==> src/inc/jtf_pkg.sv <==
// Function
// - Lanes carry either 8B/10B or 64B/66B coding, picked by a configuration input.
// - 8B/10B output keeps the older revision's character and handshake format.
// - At most eight lanes; four in the single-channel build; more lanes lower lane rate.
// - 64B/66B block sync comes from per-block sync headers, not the handshake pin.
// - 64B/66B ignores the handshake pin, except as an oscillator phase-sync strobe.
// - A captured SYSREF edge resets the multiframe or extended multiblock counters.
// - One device clock runs sampling reference, digital logic and serializer feed.
// - Forward error correction is available on the 64B/66B link layer.
// - No 64B/80B layer, no command channel, no CRC3 protection.
// - Subclass 1 transmitter only; usable by a subclass 0 receiver.
// - All lanes of one link are aligned; no multipoint reference alignment.
// - Handshake timing of either older revision is accepted in 8B/10B mode.
// - Samples pack into 8-bit octets, F octets per frame, frames spread over L lanes.
// - N significant bits travel in N' link bits; M converters, S samples per frame.
// - One mode field fixes all transport parameters.
// - Frames group into multiframes, or blocks, multiblocks and extended multiblocks.
// - Handshake low makes every lane in the mode's lane mask send a continuous comma stream; unused lanes send zero.
// - After handshake high, wait for the next multiframe edge, then send four ILAS multiframes.
// - Scrambling always on in 64B/66B; in 8B/10B only when scramble enable is set.
package jtf_pkg;
  localparam int          MAX_LANES     = 8;
  localparam int          LINK_BITS     = 16;
  localparam int          SAMPLE_BITS   = 12;
  localparam logic [7:0]  CHAR_COMMA    = 8'hBC;
  localparam logic [7:0]  CHAR_MF_START = 8'h1C;
  localparam logic [7:0]  CHAR_MF_END   = 8'h7C;
  localparam logic [7:0]  CHAR_CONFIG   = 8'h9C;
  localparam logic [2:0]  ILAS_LAST_MF  = 3'h3;
  localparam logic [4:0]  BLOCK_LAST    = 5'h07;
  localparam logic [4:0]  MB_LAST_BLOCK = 5'h1F;
  localparam logic [1:0]  HDR_DATA      = 2'h1;

  typedef enum logic [3:0] {
    ST_CGS  = 4'h1,
    ST_WAIT = 4'h2,
    ST_ILAS = 4'h4,
    ST_DATA = 4'h8
  } jtf_state_t;

  localparam jtf_state_t  RST_STATE     = ST_CGS;

  // Last octet index of a frame for each transport mode.
  function automatic logic [4:0] jtf_frame_last(input logic [3:0] m);
    case (m)
      4'h1:    return 5'h03;
      4'h2:    return 5'h07;
      4'h3:    return 5'h0F;
      default: return 5'h01;
    endcase
  endfunction : jtf_frame_last

  // Lanes used by each transport mode.
  function automatic logic [7:0] jtf_lane_mask(input logic [3:0] m);
    case (m)
      4'h1:    return 8'h0F;
      4'h2:    return 8'h03;
      4'h3:    return 8'h01;
      default: return 8'hFF;
    endcase
  endfunction : jtf_lane_mask

  // Self-synchronous scrambler, one octet MSB first; returns {state, octet}.
  function automatic logic [65:0] jtf_scramble(input logic [57:0] st, input logic [7:0] d,
                                               input logic wide);
    logic [57:0] s;
    logic [7:0]  q;
    logic        b;
    s = st;
    q = '0;
    for (int i = 7; i >= 0; i--) begin
      b    = d[i] ^ (wide ? (s[38] ^ s[57]) : (s[13] ^ s[14]));
      q[i] = b;
      s    = {s[56:0], b};
    end
    return {s, q};
  endfunction : jtf_scramble
endpackage : jtf_pkg

==> src/hw/jtf_pin_sync.sv <==
`timescale 1ns/1ns
`default_nettype none
module jtf_pin_sync #(
  parameter int W = 2
) (
  // Clock and reset.
  input  wire logic         mclk,
  input  wire logic         reset_n,
  // Pins and settled levels.
  input  wire logic [W-1:0] pinIn,
  output logic      [W-1:0] level
);
  logic [W-1:0] s1_r;
  logic [W-1:0] s2_r;
  logic [W-1:0] s3_r;
  logic [W-1:0] level_r;

  // A pin change counts only once the second and third stages agree.
  always_ff @(posedge mclk or negedge reset_n) begin
    if (!reset_n) begin
      s1_r    <= '0;
      s2_r    <= '0;
      s3_r    <= '0;
      level_r <= '0;
    end else begin
      s1_r <= pinIn;
      s2_r <= s1_r;
      s3_r <= s2_r;
      for (int i = 0; i < W; i++) begin
        if (s2_r[i] == s3_r[i]) begin
          level_r[i] <= s3_r[i];
        end
      end
    end
  end

  assign level = level_r;
endmodule : jtf_pin_sync
`default_nettype wire

==> src/hw/jtf_transmit_framing.sv <==
`timescale 1ns/1ns
`default_nettype none
module jtf_transmit_framing #(
  parameter int MAX_LANES = jtf_pkg::MAX_LANES
) (
  // Device clock and reset.
  input  wire logic                           mclk,
  input  wire logic                           reset_n,
  // Configuration.
  input  wire logic                           encMode64,
  input  wire logic [3:0]                     transportModeSelect,
  input  wire logic                           scrambleEnable,
  input  wire logic                           fecEnable,
  input  wire logic                           handshakeForPhaseSync,
  input  wire logic [7:0]                     framesPerMfM1,
  input  wire logic [3:0]                     mbPerEmbM1,
  // Pins from the far side.
  input  wire logic                           sysrefPin,
  input  wire logic                           singleEndedHandshakePin_n,
  // Sample input.
  input  wire logic [MAX_LANES-1:0][15:0]     laneSample,
  output logic                                sampleTake,
  // Lane output.
  output logic      [MAX_LANES-1:0][7:0]      laneOctet,
  output logic      [MAX_LANES-1:0]           laneCtrl,
  output logic      [MAX_LANES-1:0]           laneActive,
  output logic      [1:0]                     syncHeader,
  output logic                                blockStart,
  output logic                                mfEdge,
  output logic                                fecActive,
  output logic                                phaseSyncPulse,
  output jtf_pkg::jtf_state_t                 linkState
);
  if (MAX_LANES != 4 && MAX_LANES != 8) begin : g_chk
    $error("MAX_LANES must be 4 or 8");
  end

  ////////////////////////////////////////////////////////////////////////////
  // Pin synchronisers and edges.

  logic [1:0] pinLvl;
  logic       sysrefPrev_r;
  logic       hsPrev_r;

  jtf_pin_sync #(.W(2)) u_sync (
    .mclk    (mclk),
    .reset_n (reset_n),
    .pinIn   ({singleEndedHandshakePin_n, sysrefPin}),
    .level   (pinLvl)
  );

  wire sysrefRise = pinLvl[0] & ~sysrefPrev_r;
  wire hsHigh     = pinLvl[1];
  wire hsFall     = ~pinLvl[1] & hsPrev_r;

  ////////////////////////////////////////////////////////////////////////////
  // Shared counters for all lanes.

  logic [4:0]          octIdx_r;
  logic [7:0]          frmIdx_r;
  logic [4:0]          blkIdx_r;
  logic [3:0]          embIdx_r;
  logic [2:0]          ilasMf_r;
  jtf_pkg::jtf_state_t st_r;
  jtf_pkg::jtf_state_t st_nxt;

  wire [4:0] frameLast = jtf_pkg::jtf_frame_last(transportModeSelect);
  wire [7:0] modeMask  = jtf_pkg::jtf_lane_mask(transportModeSelect);
  wire [MAX_LANES-1:0] laneMask = modeMask[MAX_LANES-1:0];
  wire [4:0] octLast   = encMode64 ? jtf_pkg::BLOCK_LAST : frameLast;
  wire       lastOct   = octIdx_r == octLast;
  wire       lastFrm   = frmIdx_r == framesPerMfM1;
  wire       lastBlk   = blkIdx_r == jtf_pkg::MB_LAST_BLOCK;
  wire       lastEmb   = embIdx_r == mbPerEmbM1;
  // End of a multiframe, or of an extended multiblock.
  wire       mfEnd     = lastOct & (encMode64 ? (lastBlk & lastEmb) : lastFrm);
  wire       mfFirst   = octIdx_r == 5'h00 && frmIdx_r == 8'h00;

  // Subclass 1: the counters take their phase from SYSREF only.
  always_ff @(posedge mclk or negedge reset_n) begin
    if (!reset_n) begin
      octIdx_r <= '0;
      frmIdx_r <= '0;
      blkIdx_r <= '0;
      embIdx_r <= '0;
    end else if (sysrefRise) begin
      octIdx_r <= '0;
      frmIdx_r <= '0;
      blkIdx_r <= '0;
      embIdx_r <= '0;
    end else begin
      octIdx_r <= lastOct ? 5'h00 : octIdx_r + 5'h01;
      if (lastOct && !encMode64) begin
        frmIdx_r <= lastFrm ? 8'h00 : frmIdx_r + 8'h01;
      end
      if (lastOct && encMode64) begin
        blkIdx_r <= lastBlk ? 5'h00 : blkIdx_r + 5'h01;
        if (lastBlk) begin
          embIdx_r <= lastEmb ? 4'h0 : embIdx_r + 4'h1;
        end
      end
    end
  end

  ////////////////////////////////////////////////////////////////////////////
  // Link start-up state machine.

  always_comb begin
    st_nxt = st_r;
    if (encMode64) begin
      st_nxt = jtf_pkg::ST_DATA;
    end else if (!hsHigh) begin
      st_nxt = jtf_pkg::ST_CGS;
    end else begin
      unique case (st_r)
        jtf_pkg::ST_CGS:  st_nxt = jtf_pkg::ST_WAIT;
        jtf_pkg::ST_WAIT: st_nxt = mfEnd ? jtf_pkg::ST_ILAS : jtf_pkg::ST_WAIT;
        jtf_pkg::ST_ILAS: begin
          if (mfEnd && ilasMf_r == jtf_pkg::ILAS_LAST_MF) begin
            st_nxt = jtf_pkg::ST_DATA;
          end
        end
        jtf_pkg::ST_DATA: st_nxt = jtf_pkg::ST_DATA;
        default:          st_nxt = jtf_pkg::ST_CGS;
      endcase
    end
  end

  always_ff @(posedge mclk or negedge reset_n) begin
    if (!reset_n) begin
      st_r         <= jtf_pkg::RST_STATE;
      ilasMf_r     <= '0;
      sysrefPrev_r <= 1'b0;
      hsPrev_r     <= 1'b0;
    end else begin
      st_r         <= st_nxt;
      sysrefPrev_r <= pinLvl[0];
      hsPrev_r     <= pinLvl[1];
      if (st_r != jtf_pkg::ST_ILAS) begin
        ilasMf_r <= '0;
      end else if (mfEnd) begin
        ilasMf_r <= ilasMf_r + 3'h1;
      end
    end
  end

  ////////////////////////////////////////////////////////////////////////////
  // Per-lane octet generation.

  localparam logic [15:0] SAMPLE_MASK = 16'hFFFF << (jtf_pkg::LINK_BITS - jtf_pkg::SAMPLE_BITS);

  wire inData   = st_r == jtf_pkg::ST_DATA;
  wire scrOn    = encMode64 | scrambleEnable;
  wire evenOct  = ~octIdx_r[0];
  wire ilasCfg  = ilasMf_r == 3'h1 && frmIdx_r == 8'h00 && octIdx_r == 5'h01;

  // A sample is taken at every even octet of a frame, so odd F is not served.
  assign sampleTake = inData & evenOct;

  logic [MAX_LANES-1:0][15:0] hold_r;
  logic [MAX_LANES-1:0][57:0] scr_r;
  logic [MAX_LANES-1:0][7:0]  oct_r;
  logic [MAX_LANES-1:0]       ctrl_r;

  for (genvar ln = 0; ln < MAX_LANES; ln++) begin : g_lane
    // Tail bits below the N significant bits are sent as zero.
    wire [15:0] masked  = laneSample[ln] & SAMPLE_MASK;
    wire [7:0]  rawData = evenOct ? masked[15:8] : hold_r[ln][7:0];
    wire [65:0] scrOut  = jtf_pkg::jtf_scramble(scr_r[ln], rawData, encMode64);
    wire [7:0]  dataOct = scrOn ? scrOut[7:0] : rawData;
    wire [7:0]  ilasOct = mfFirst ? jtf_pkg::CHAR_MF_START :
                          mfEnd   ? jtf_pkg::CHAR_MF_END   :
                          ilasCfg ? jtf_pkg::CHAR_CONFIG   : frmIdx_r;
    wire        ilasK   = mfFirst | mfEnd | ilasCfg;
    wire        inIlas  = st_r == jtf_pkg::ST_ILAS;
    wire [7:0]  octSel  = inData ? dataOct : inIlas ? ilasOct : jtf_pkg::CHAR_COMMA;
    wire        kSel    = inData ? 1'b0 : (inIlas ? ilasK : 1'b1);

    always_ff @(posedge mclk or negedge reset_n) begin
      if (!reset_n) begin
        hold_r[ln] <= '0;
        scr_r[ln]  <= '0;
        oct_r[ln]  <= '0;
        ctrl_r[ln] <= 1'b0;
      end else begin
        if (sampleTake) begin
          hold_r[ln] <= masked;
        end
        // ILAS and comma octets never pass through the scrambler.
        if (inData && scrOn) begin
          scr_r[ln] <= scrOut[65:8];
        end
        oct_r[ln]  <= laneMask[ln] ? octSel : 8'h00;
        ctrl_r[ln] <= laneMask[ln] & kSel & ~encMode64;
      end
    end
  end

  ////////////////////////////////////////////////////////////////////////////
  // Block framing and side outputs.

  logic [1:0] hdr_r;
  logic       blkStart_r;
  logic       mfEdge_r;
  logic       fec_r;
  logic       phase_r;

  // Only data headers are produced: no command channel and no CRC3 bits.
  always_ff @(posedge mclk or negedge reset_n) begin
    if (!reset_n) begin
      hdr_r      <= '0;
      blkStart_r <= 1'b0;
      mfEdge_r   <= 1'b0;
      fec_r      <= 1'b0;
      phase_r    <= 1'b0;
    end else begin
      hdr_r      <= encMode64 ? jtf_pkg::HDR_DATA : 2'h0;
      blkStart_r <= encMode64 & octIdx_r == 5'h00;
      mfEdge_r   <= mfEnd;
      fec_r      <= encMode64 & fecEnable;
      phase_r    <= encMode64 & handshakeForPhaseSync & hsFall;
    end
  end

  assign laneOctet      = oct_r;
  assign laneCtrl       = ctrl_r;
  assign laneActive     = laneMask;
  assign syncHeader     = hdr_r;
  assign blockStart     = blkStart_r;
  assign mfEdge         = mfEdge_r;
  assign fecActive      = fec_r;
  assign phaseSyncPulse = phase_r;
  assign linkState      = st_r;
endmodule : jtf_transmit_framing
`default_nettype wire

==> config.mk <==
export PLATFORM = sky130hd
export DESIGN_NAME = jtf_transmit_framing
export DESIGN_NICKNAME = d
export VERILOG_FILES = /design/src/inc/jtf_pkg.sv /design/src/hw/jtf_pin_sync.sv /design/src/hw/jtf_transmit_framing.sv
export SDC_FILE = /design/constraint.sdc
export NUM_CORES = 1
export LEC_CHECK = 0
export BUFFER_PORTS_ARGS = -buffer_cell sky130_fd_sc_hd__buf_2
export CAP_MARGIN = 20
export CORE_MARGIN = 3
export CORE_UTILIZATION = 32
export DETAILED_ROUTE_END_ITERATION = 10
export GPL_TIMING_DRIVEN = 1
export PLACE_DENSITY_LB_ADDON = 0.3
export SYNTH_ARGS = -nofsm -noshare
export SYNTH_HDL_FRONTEND = slang
export SYNTH_HIERARCHICAL = 1
export SYNTH_SLANG_ARGS = --single-unit
==> constraint.sdc <==
create_clock -name mclk -period 2.16 [get_ports mclk]
set_input_delay 0 -clock mclk [delete_from_list [all_inputs] [get_ports mclk]]
set_output_delay 0 -clock mclk [all_outputs]
set_load 0.01 [all_outputs]
==> impl_metrics.json, run 1 <==
{
  "synth_edf_count": 0,
  "cpPeakStageDelay_ns": 0.46,
  "yosys_warnings": 6,
  "start_util": 0.325,
  "fin_crit_sh": 0.986,
  "diodes": 0,
  "finalNonFillerCells": 4486,
  "crit_fanout": 8,
  "fmax_mhz": 469,
  "io_buffers": 208,
  "final_util": 0.413,
  "root_buffer": "clkbuf_16",
  "critPathTopFamily": "simple AND/OR/NAND/NOR gates",
  "area_growth_pct": 26.9,
  "fin_tns_setup_ns": 0,
  "vias_per_cell": 4.59,
  "clk_transition_reported_paths_ns": 0.06,
  "powerDensity_nw_per_um2": 1370,
  "seq_area_frac_synth": 0.565,
  "cts_max_level": 3,
  "critical_path_arrival_ns": 2.59,
  "antenna_found_initial": 6,
  "maxSlewViolCount": 0,
  "start_kind": "flip-flop",
  "path_class": "flip-flop to flip-flop",
  "die_w_um": 296,
  "final-seq-area_um2": 15200,
  "gr-total-overflow": 0,
  "tritoncts": "done",
  "grt_pass1_vias": 20100,
  "hp-class": "primary input to flip-flop",
  "nets": 3526,
  "peakVddDrop_mv": 0.843,
  "drtAntennaViolNets": 0,
  "tightest_slew_ns": 0.674,
  "cp_slowest_cell": "or3_4",
  "max_cap_viol_count": 0,
  "drive_gt1_frac": 0.178,
  "setup_viol": 0,
  "maxSlewHeadroom": 0.550,
  "grtUsageTotal": 0.174,
  "r2r_slack_ns": 0.03,
  "grt_max_degree": 69,
  "synthesis.nets": 3121,
  "die_h_um": 296,
  "fin_area_um2": 34200,
  "syn_avg_cell_area_um2": 9.11,
  "n_fill_cell": 8161,
  "clk_path_buf_depth": 3,
  "total_power_mw": 46.7,
  "drc_errors": 0,
  "power_leakage_nw": 17.3,
  "clock_skew_ns": 0.0245,
  "synth_area_um2": 26900,
  "status": "finished clean",
  "dp.cells": 4237,
  "async_flop_share": 1.00,
  "endpoint_kind": "flip-flop",
  "gp_congestion": 0.816,
  "worst-path-buf-inv": 2,
  "clock-sinks": 608,
  "synth_cells": 2958,
  "hold_viol": 0,
  "ys_ff_latch": 608,
  "multi_input_area_um2": 11100,
  "synth_cell_types": 65,
  "rsz0062_at_grt": "true",
  "dpl-instance-area_um2": 30300,
  "synthFlopType": "dfrtp_1",
  "clock_latency_ns": 0.61,
  "grt_pass1_wl_um": 118000,
  "fp.dieArea_um2": 87700,
  "hpwl_um": 52300,
  "core_um2": 82800,
  "finalWorstPathRequiredPeriod_ns": 2.13,
  "vias": 20600,
  "rows": 105,
  "wl_per_cell_um": 17.1,
  "io_pins": 243,
  "drt-pass1-iter-count": 5,
  "cp.required_ns": 2.62,
  "cts_buffers": 67,
  "drt-total-wl_um": 76900,
  "drt_iter0_markers": 1547,
  "path_cells": "buf_6 > xnor2_2 > nand4_1 > o32a_1 > or3_4 > a21oi_4 > buf_12 > a211oi_2"
}
-- flip-flops by register name, summed over array words and instances, names as in the netlist, 4 cells and up --
signal / count
linkState: 4
laneOctet: 64
frmIdx_r: 8
embIdx_r: 4
laneCtrl: 4
octIdx_r: 5
g_lane.scrOut: 400
hold_r: 32
blkIdx_r: 5
scr_r: 64
-- final cells by class --
type	count	share of cell area
Clock buffer	97	0.0571
Multi-Input combinational cell	2169	0.325
Inverter	16	0.00220
Clock inverter	25	0.00754
Sequential cell	608	0.445
Tap cell	1070	0.0392
Timing Repair Buffer	501	0.123
-- worst paths after layout --
path                                         to                 startpoint  cells after the start
min                              u_sync/s1_r[1]  singleEndedHandshakePin_n                      2
max reg2reg                       laneOctet[23]                frmIdx_r[1]                      8
min in group asynchronous  g_lane[5].scrOut[58]                    reset_n                      3
max in group asynchronous  g_lane[0].scrOut[55]                    reset_n                      3
max                               laneOctet[23]                frmIdx_r[1]                      8
min reg2reg                      u_sync/s2_r[1]             u_sync/s1_r[1]                      0
-- stage by stage --
stage / hold WS [ns] / setup slack, ns
4_1_cts: 0.0211 / 0.000622
5_1_grt: 0.0442 / -0.0523
2_1_floorplan: -0.296 / -0.0146
6_report: 0.0580 / 0.0298
3_5_place_dp: -0.00676 / -0.202
3_3_place_gp: -0.0138 / -0.144
-- worst register-to-register path, cell delays in order, from the launching register on --
cell and delay [ns]:
dfrtp_1 0.40, buf_6 0.13, xnor2_2 0.13, nand4_1 0.12, o32a_1 0.35, or3_4 0.46, a21oi_4 0.18, buf_12 0.16
a211oi_2 0.07
-- logic make-up after synthesis --
kind of cell | count (synthesis) | share of synthesized area
flip-flops | 608 | 0.565
AO/OA/AOI/OAI | 228 | 0.0484
buffers and inverters | 181 | 0.0326
multiplexers | 82 | 0.0320
other | 2 | 0.000279
adder cells (fa/ha/maj) | 13 | 0.00595
AND/OR/NAND/NOR | 1584 | 0.232
XOR/XNOR | 260 | 0.0845
-- power breakdown --
| group | switching, mW | total (mW) | internal [mW] |
|---|---|---|---|
| sequential | 3.87 | 20.2 | 16.4 |
| clock | 4.82 | 11.6 | 6.79 |
| combinational | 8.11 | 14.9 | 6.78 |
| total | 16.8 | 46.7 | 29.9 |
-- synth_stat cells, types with 5 or more instances --
| cell type | count | area [um2] |
|---|---|---|
| mux2_2 | 32 | 360 |
| buf_1 | 8 | 30.0 |
| xor2_1 | 100 | 876 |
| and3_1 | 5 | 31.3 |
| ha_1 | 11 | 138 |
| mux2i_1 | 50 | 500 |
| inv_1 | 15 | 56.3 |
| nor3_1 | 10 | 50.1 |
| buf_4 | 16 | 120 |
| nor2_1 | 128 | 480 |
| clkbuf_1 | 57 | 214 |
| o21ai_0 | 83 | 415 |
| nand3_1 | 27 | 135 |
| xnor2_1 | 160 | 1400 |
| o21ai_1 | 5 | 25.0 |
| a211oi_1 | 14 | 105 |
| or3_1 | 16 | 100 |
| a21oi_1 | 101 | 505 |
| nand2_1 | 1347 | 5060 |
| nor2b_1 | 21 | 131 |
| buf_2 | 81 | 405 |
| dfrtp_1 | 607 | 15200 |
-- layer usage --
layer / GRT usage / vias to the layer above / wire [um]
met5: 0 / - / 14
met4: 0.0378 / 2 / 1480
met3: 0.0347 / 80 / 4510
met2: 0.256 / 488 / 32900
met1: 0.262 / 9915 / 38000
li1: - / 10100 / -
-- placed cells by master (no fill, tap or decap), types with 50 or more instances in the layout --
master         count
dfrtp_1          605
xor2_1           100
buf_2            206
buf_4            125
nor2_1           126
o21ai_0           79
clkbuf_16         70
nand2_1         1346
xnor2_1          159
dlygate4sd3_1    108
a21oi_1           77
mux2i_1           50
-- repair_timing --
action / in CTS / in global routing
pin swaps: 5 / 14
gates resized for setup: 13 / 64
setup buffers: 12 / 5
hold buffers: 109 / 0
hold endpoints to repair: 678 / 0
cloned: 0 / 2
endpoints found under the setup margin: 55 / 91
No activity file was read; power rests on OpenSTA's default activity.
==> run 2, diff against run 1 <==
--- a/config.mk
+++ b/config.mk
@@ -5,13 +5,12 @@
 export SDC_FILE = /design/constraint.sdc
 export NUM_CORES = 1
 export LEC_CHECK = 0
-export BUFFER_PORTS_ARGS = -buffer_cell sky130_fd_sc_hd__buf_2
 export CAP_MARGIN = 20
 export CORE_MARGIN = 3
 export CORE_UTILIZATION = 32
 export DETAILED_ROUTE_END_ITERATION = 10
+export DONT_BUFFER_PORTS = 1
 export GPL_TIMING_DRIVEN = 1
-export PLACE_DENSITY_LB_ADDON = 0.3
 export SYNTH_ARGS = -nofsm -noshare
 export SYNTH_HDL_FRONTEND = slang
 export SYNTH_HIERARCHICAL = 1
==> run 2 against run 1 <==
  * The flow now finishes with violations (negative hold slack, max-slew violations, negative setup slack)
  * Largest cell class unchanged
  * Die area stayed put
  * Critical path type unchanged
  * Critical path depth stayed put
  * Clock-buffer cell count is 13 lower
  * Highest routed layer is now met4
  * Final area is 2.9% lower
==> impl_metrics.json, run 2 (synthesis results as in run 1) <==
{
  "layout_commonest_cell": "nand2_1",
  "antenna_found_initial": 4,
  "grt_max_degree": 609,
  "maxSlewHeadroom": -0.269,
  "busiest_layer": "met2",
  "die_h_um": 296,
  "violations": "negative hold slack, max-slew violations, negative setup slack",
  "die_w_um": 296,
  "vias_per_cell": 4.65,
  "drt-pass1-iter-count": 7,
  "grt_pass1_wl_um": 116000,
  "multi_input_area_um2": 11100,
  "cts_buffers": 61,
  "path_cells": "or4_4 > nor3_4 > a21oi_4 > buf_4 > buf_4 > nand3_2 > buf_6 > a21oi_1",
  "start_util": 0.325,
  "cts_hold_buf": 145,
  "cp_slowest_cell": "or4_4",
  "gp_congestion": 0.835,
  "gr-total-overflow": 0,
  "wl_per_cell_um": 17.7,
  "crit_fanout": 5,
  "fin_area_um2": 33200,
  "worstRegToRegCells": 8,
  "dpl-instance-area_um2": 29000,
  "setup_ws_ns": -0.0215,
  "fmax_mhz": 458,
  "hpwl_um": 50000,
  "clock_skew_ns": 0.0252,
  "io_buffers": 0,
  "fp.dieArea_um2": 87700,
  "met2_usage": 0.263,
  "clk_transition_reported_paths_ns": 0.07,
  "r2r_start": "frmIdx_r[4]",
  "tightest_slew_ns": 1.90,
  "endpoint_kind": "flip-flop",
  "drive_gt1_frac": 0.113,
  "grt_pass1_vias": 19400,
  "rows": 105,
  "cpPeakStageDelay_ns": 0.59,
  "use_met1": 0.236,
  "max_cap_viol_count": 0,
  "root_buffer": "clkbuf_16",
  "clock_latency_ns": 0.65,
  "fin_hold_ws_ns": -0.949,
  "area_growth_pct": 23.2,
  "largest_reg_flops": 400,
  "r2r_end": "laneOctet[57]",
  "grt.met3_usage": 0.0585,
  "io_pins": 243,
  "drt_iter0_markers": 1351,
  "setup_viol": 4,
  "cp.required_ns": 2.66,
  "worst-path-buf-inv": 3,
  "n_fill_cell": 8106,
  "start_kind": "flip-flop",
  "grtUsageTotal": 0.172,
  "nets": 3313,
  "path_class": "flip-flop to flip-flop",
  "crit_cells": 8,
  "critical_path_arrival_ns": 2.68,
  "layout.cells.most_common_list": "1345 x nand2_1, 606 x dfrtp_1, 160 x xnor2_1",
  "drtAntennaViolNets": 0,
  "power_leakage_nw": 16.5,
  "peakVddDrop_mv": 0.713,
  "maxSlewViolCount": 246,
  "clk_path_buf_depth": 3,
  "drt-total-wl_um": 75700,
  "rsz0062_at_grt": "true",
  "hold_viol": 761,
  "fin_crit_sh": 1.01,
  "clock-sinks": 608,
  "cts_max_level": 2,
  "tritoncts": "done",
  "status": "finished with violations",
  "cp_common_cell": "buf_4",
  "critPathTopFamily": "simple AND/OR/NAND/NOR gates",
  "fin_tns_setup_ns": -0.0436,
  "powerDensity_nw_per_um2": 1390,
  "final-seq-area_um2": 15200,
  "hp-class": "primary input to asynchronous set/reset pin",
  "finalWorstPathRequiredPeriod_ns": 2.18,
  "vias": 19900,
  "r2r_slack_ns": -0.02,
  "core_um2": 82800,
  "drc_errors": 0
}
==> run 2: changes by cell type in the layout (fill, tap and decap cells not counted), moves of 6 or more <==
| cell | previous run | this run |
|---|---|---|
| buf_2 | 206 | 0 |
| clkbuf_1 | 15 | 5 |
| a21oi_1 | 77 | 89 |
| a211oi_2 | 6 | 12 |
| buf_4 | 125 | 94 |
| clkbuf_16 | 70 | 63 |
| a21oi_2 | 24 | 13 |
| a211oi_1 | 8 | 2 |
| dlygate4sd3_1 | 108 | 143 |
==> run 2: layer usage <==
metal / up-vias / share of wire
met5: - / 0
met1: 9662 / 0.45
met2: 439 / 0.44
li1: 9696 / -
met3: 73 / 0.087
met4: 0 / 0.016
==> run 2: through the flow <==
| step | power [mW] | std cells | worst slack [ns] | utilization |
|---|---|---|---|---|
| 2_1_floorplan | 29.3 | 2958 | -0.0146 | - |
| 3_3_place_gp | 33.7 | 3997 | -0.134 | 0.350 |
| 3_5_place_dp | 34.0 | 3997 | -0.155 | 0.350 |
| 4_1_cts | 46.2 | 4262 | -0.0228 | 0.396 |
| 5_1_grt | 49.4 | 4271 | -0.0560 | 0.401 |
| 6_report | 46.0 | 4273 | -0.0215 | 0.401 |
==> run 2: what timing repair did <==
| action | CTS | global route |
|---|---|---|
| endpoints found under the hold margin | 1003 | 731 |
| gates cloned | 1 | 2 |
| setup endpoints to repair | 63 | 227 |
| resized for setup | 16 | 64 |
| buffers inserted | 7 | 7 |
| pin swaps | 9 | 26 |
==> run 2: area by class of cell <==
cell class | count | area share
flip-flops and latches | 608 | 0.459
inverters | 16 | 0.00211
repair buffers | 294 | 0.0972
multi-input cells | 2169 | 0.336
clock buffers | 84 | 0.0540
clock inverters | 28 | 0.0113
well taps | 1070 | 0.0404
diodes | 4 | 0.000302
==> run 2: report_power, final <==
group          internal, mW  switching, mW
logic                  6.56           7.42
clock network          6.56           4.79
registers              16.3           4.35
==> run 2: worst reg2reg max path: stages (launching register included) <==
cell and delay (ns):
dfrtp_1 0.41, or4_4 0.59, nor3_4 0.32, a21oi_4 0.11
buf_4 0.14, buf_4 0.14, nand3_2 0.09, buf_6 0.15
a21oi_1 0.08
==> run 2: worst max-delay path by stage <==
stage,from,to
2_1_floorplan,octIdx_r[0],laneOctet[34]
4_1_cts,linkState[3],sampleTake
6_report,frmIdx_r[4],laneOctet[57]
3_5_place_dp,blkIdx_r[0],laneOctet[23]
5_1_grt,frmIdx_r[5],laneOctet[57]
3_3_place_gp,frmIdx_r[0],laneOctet[63]
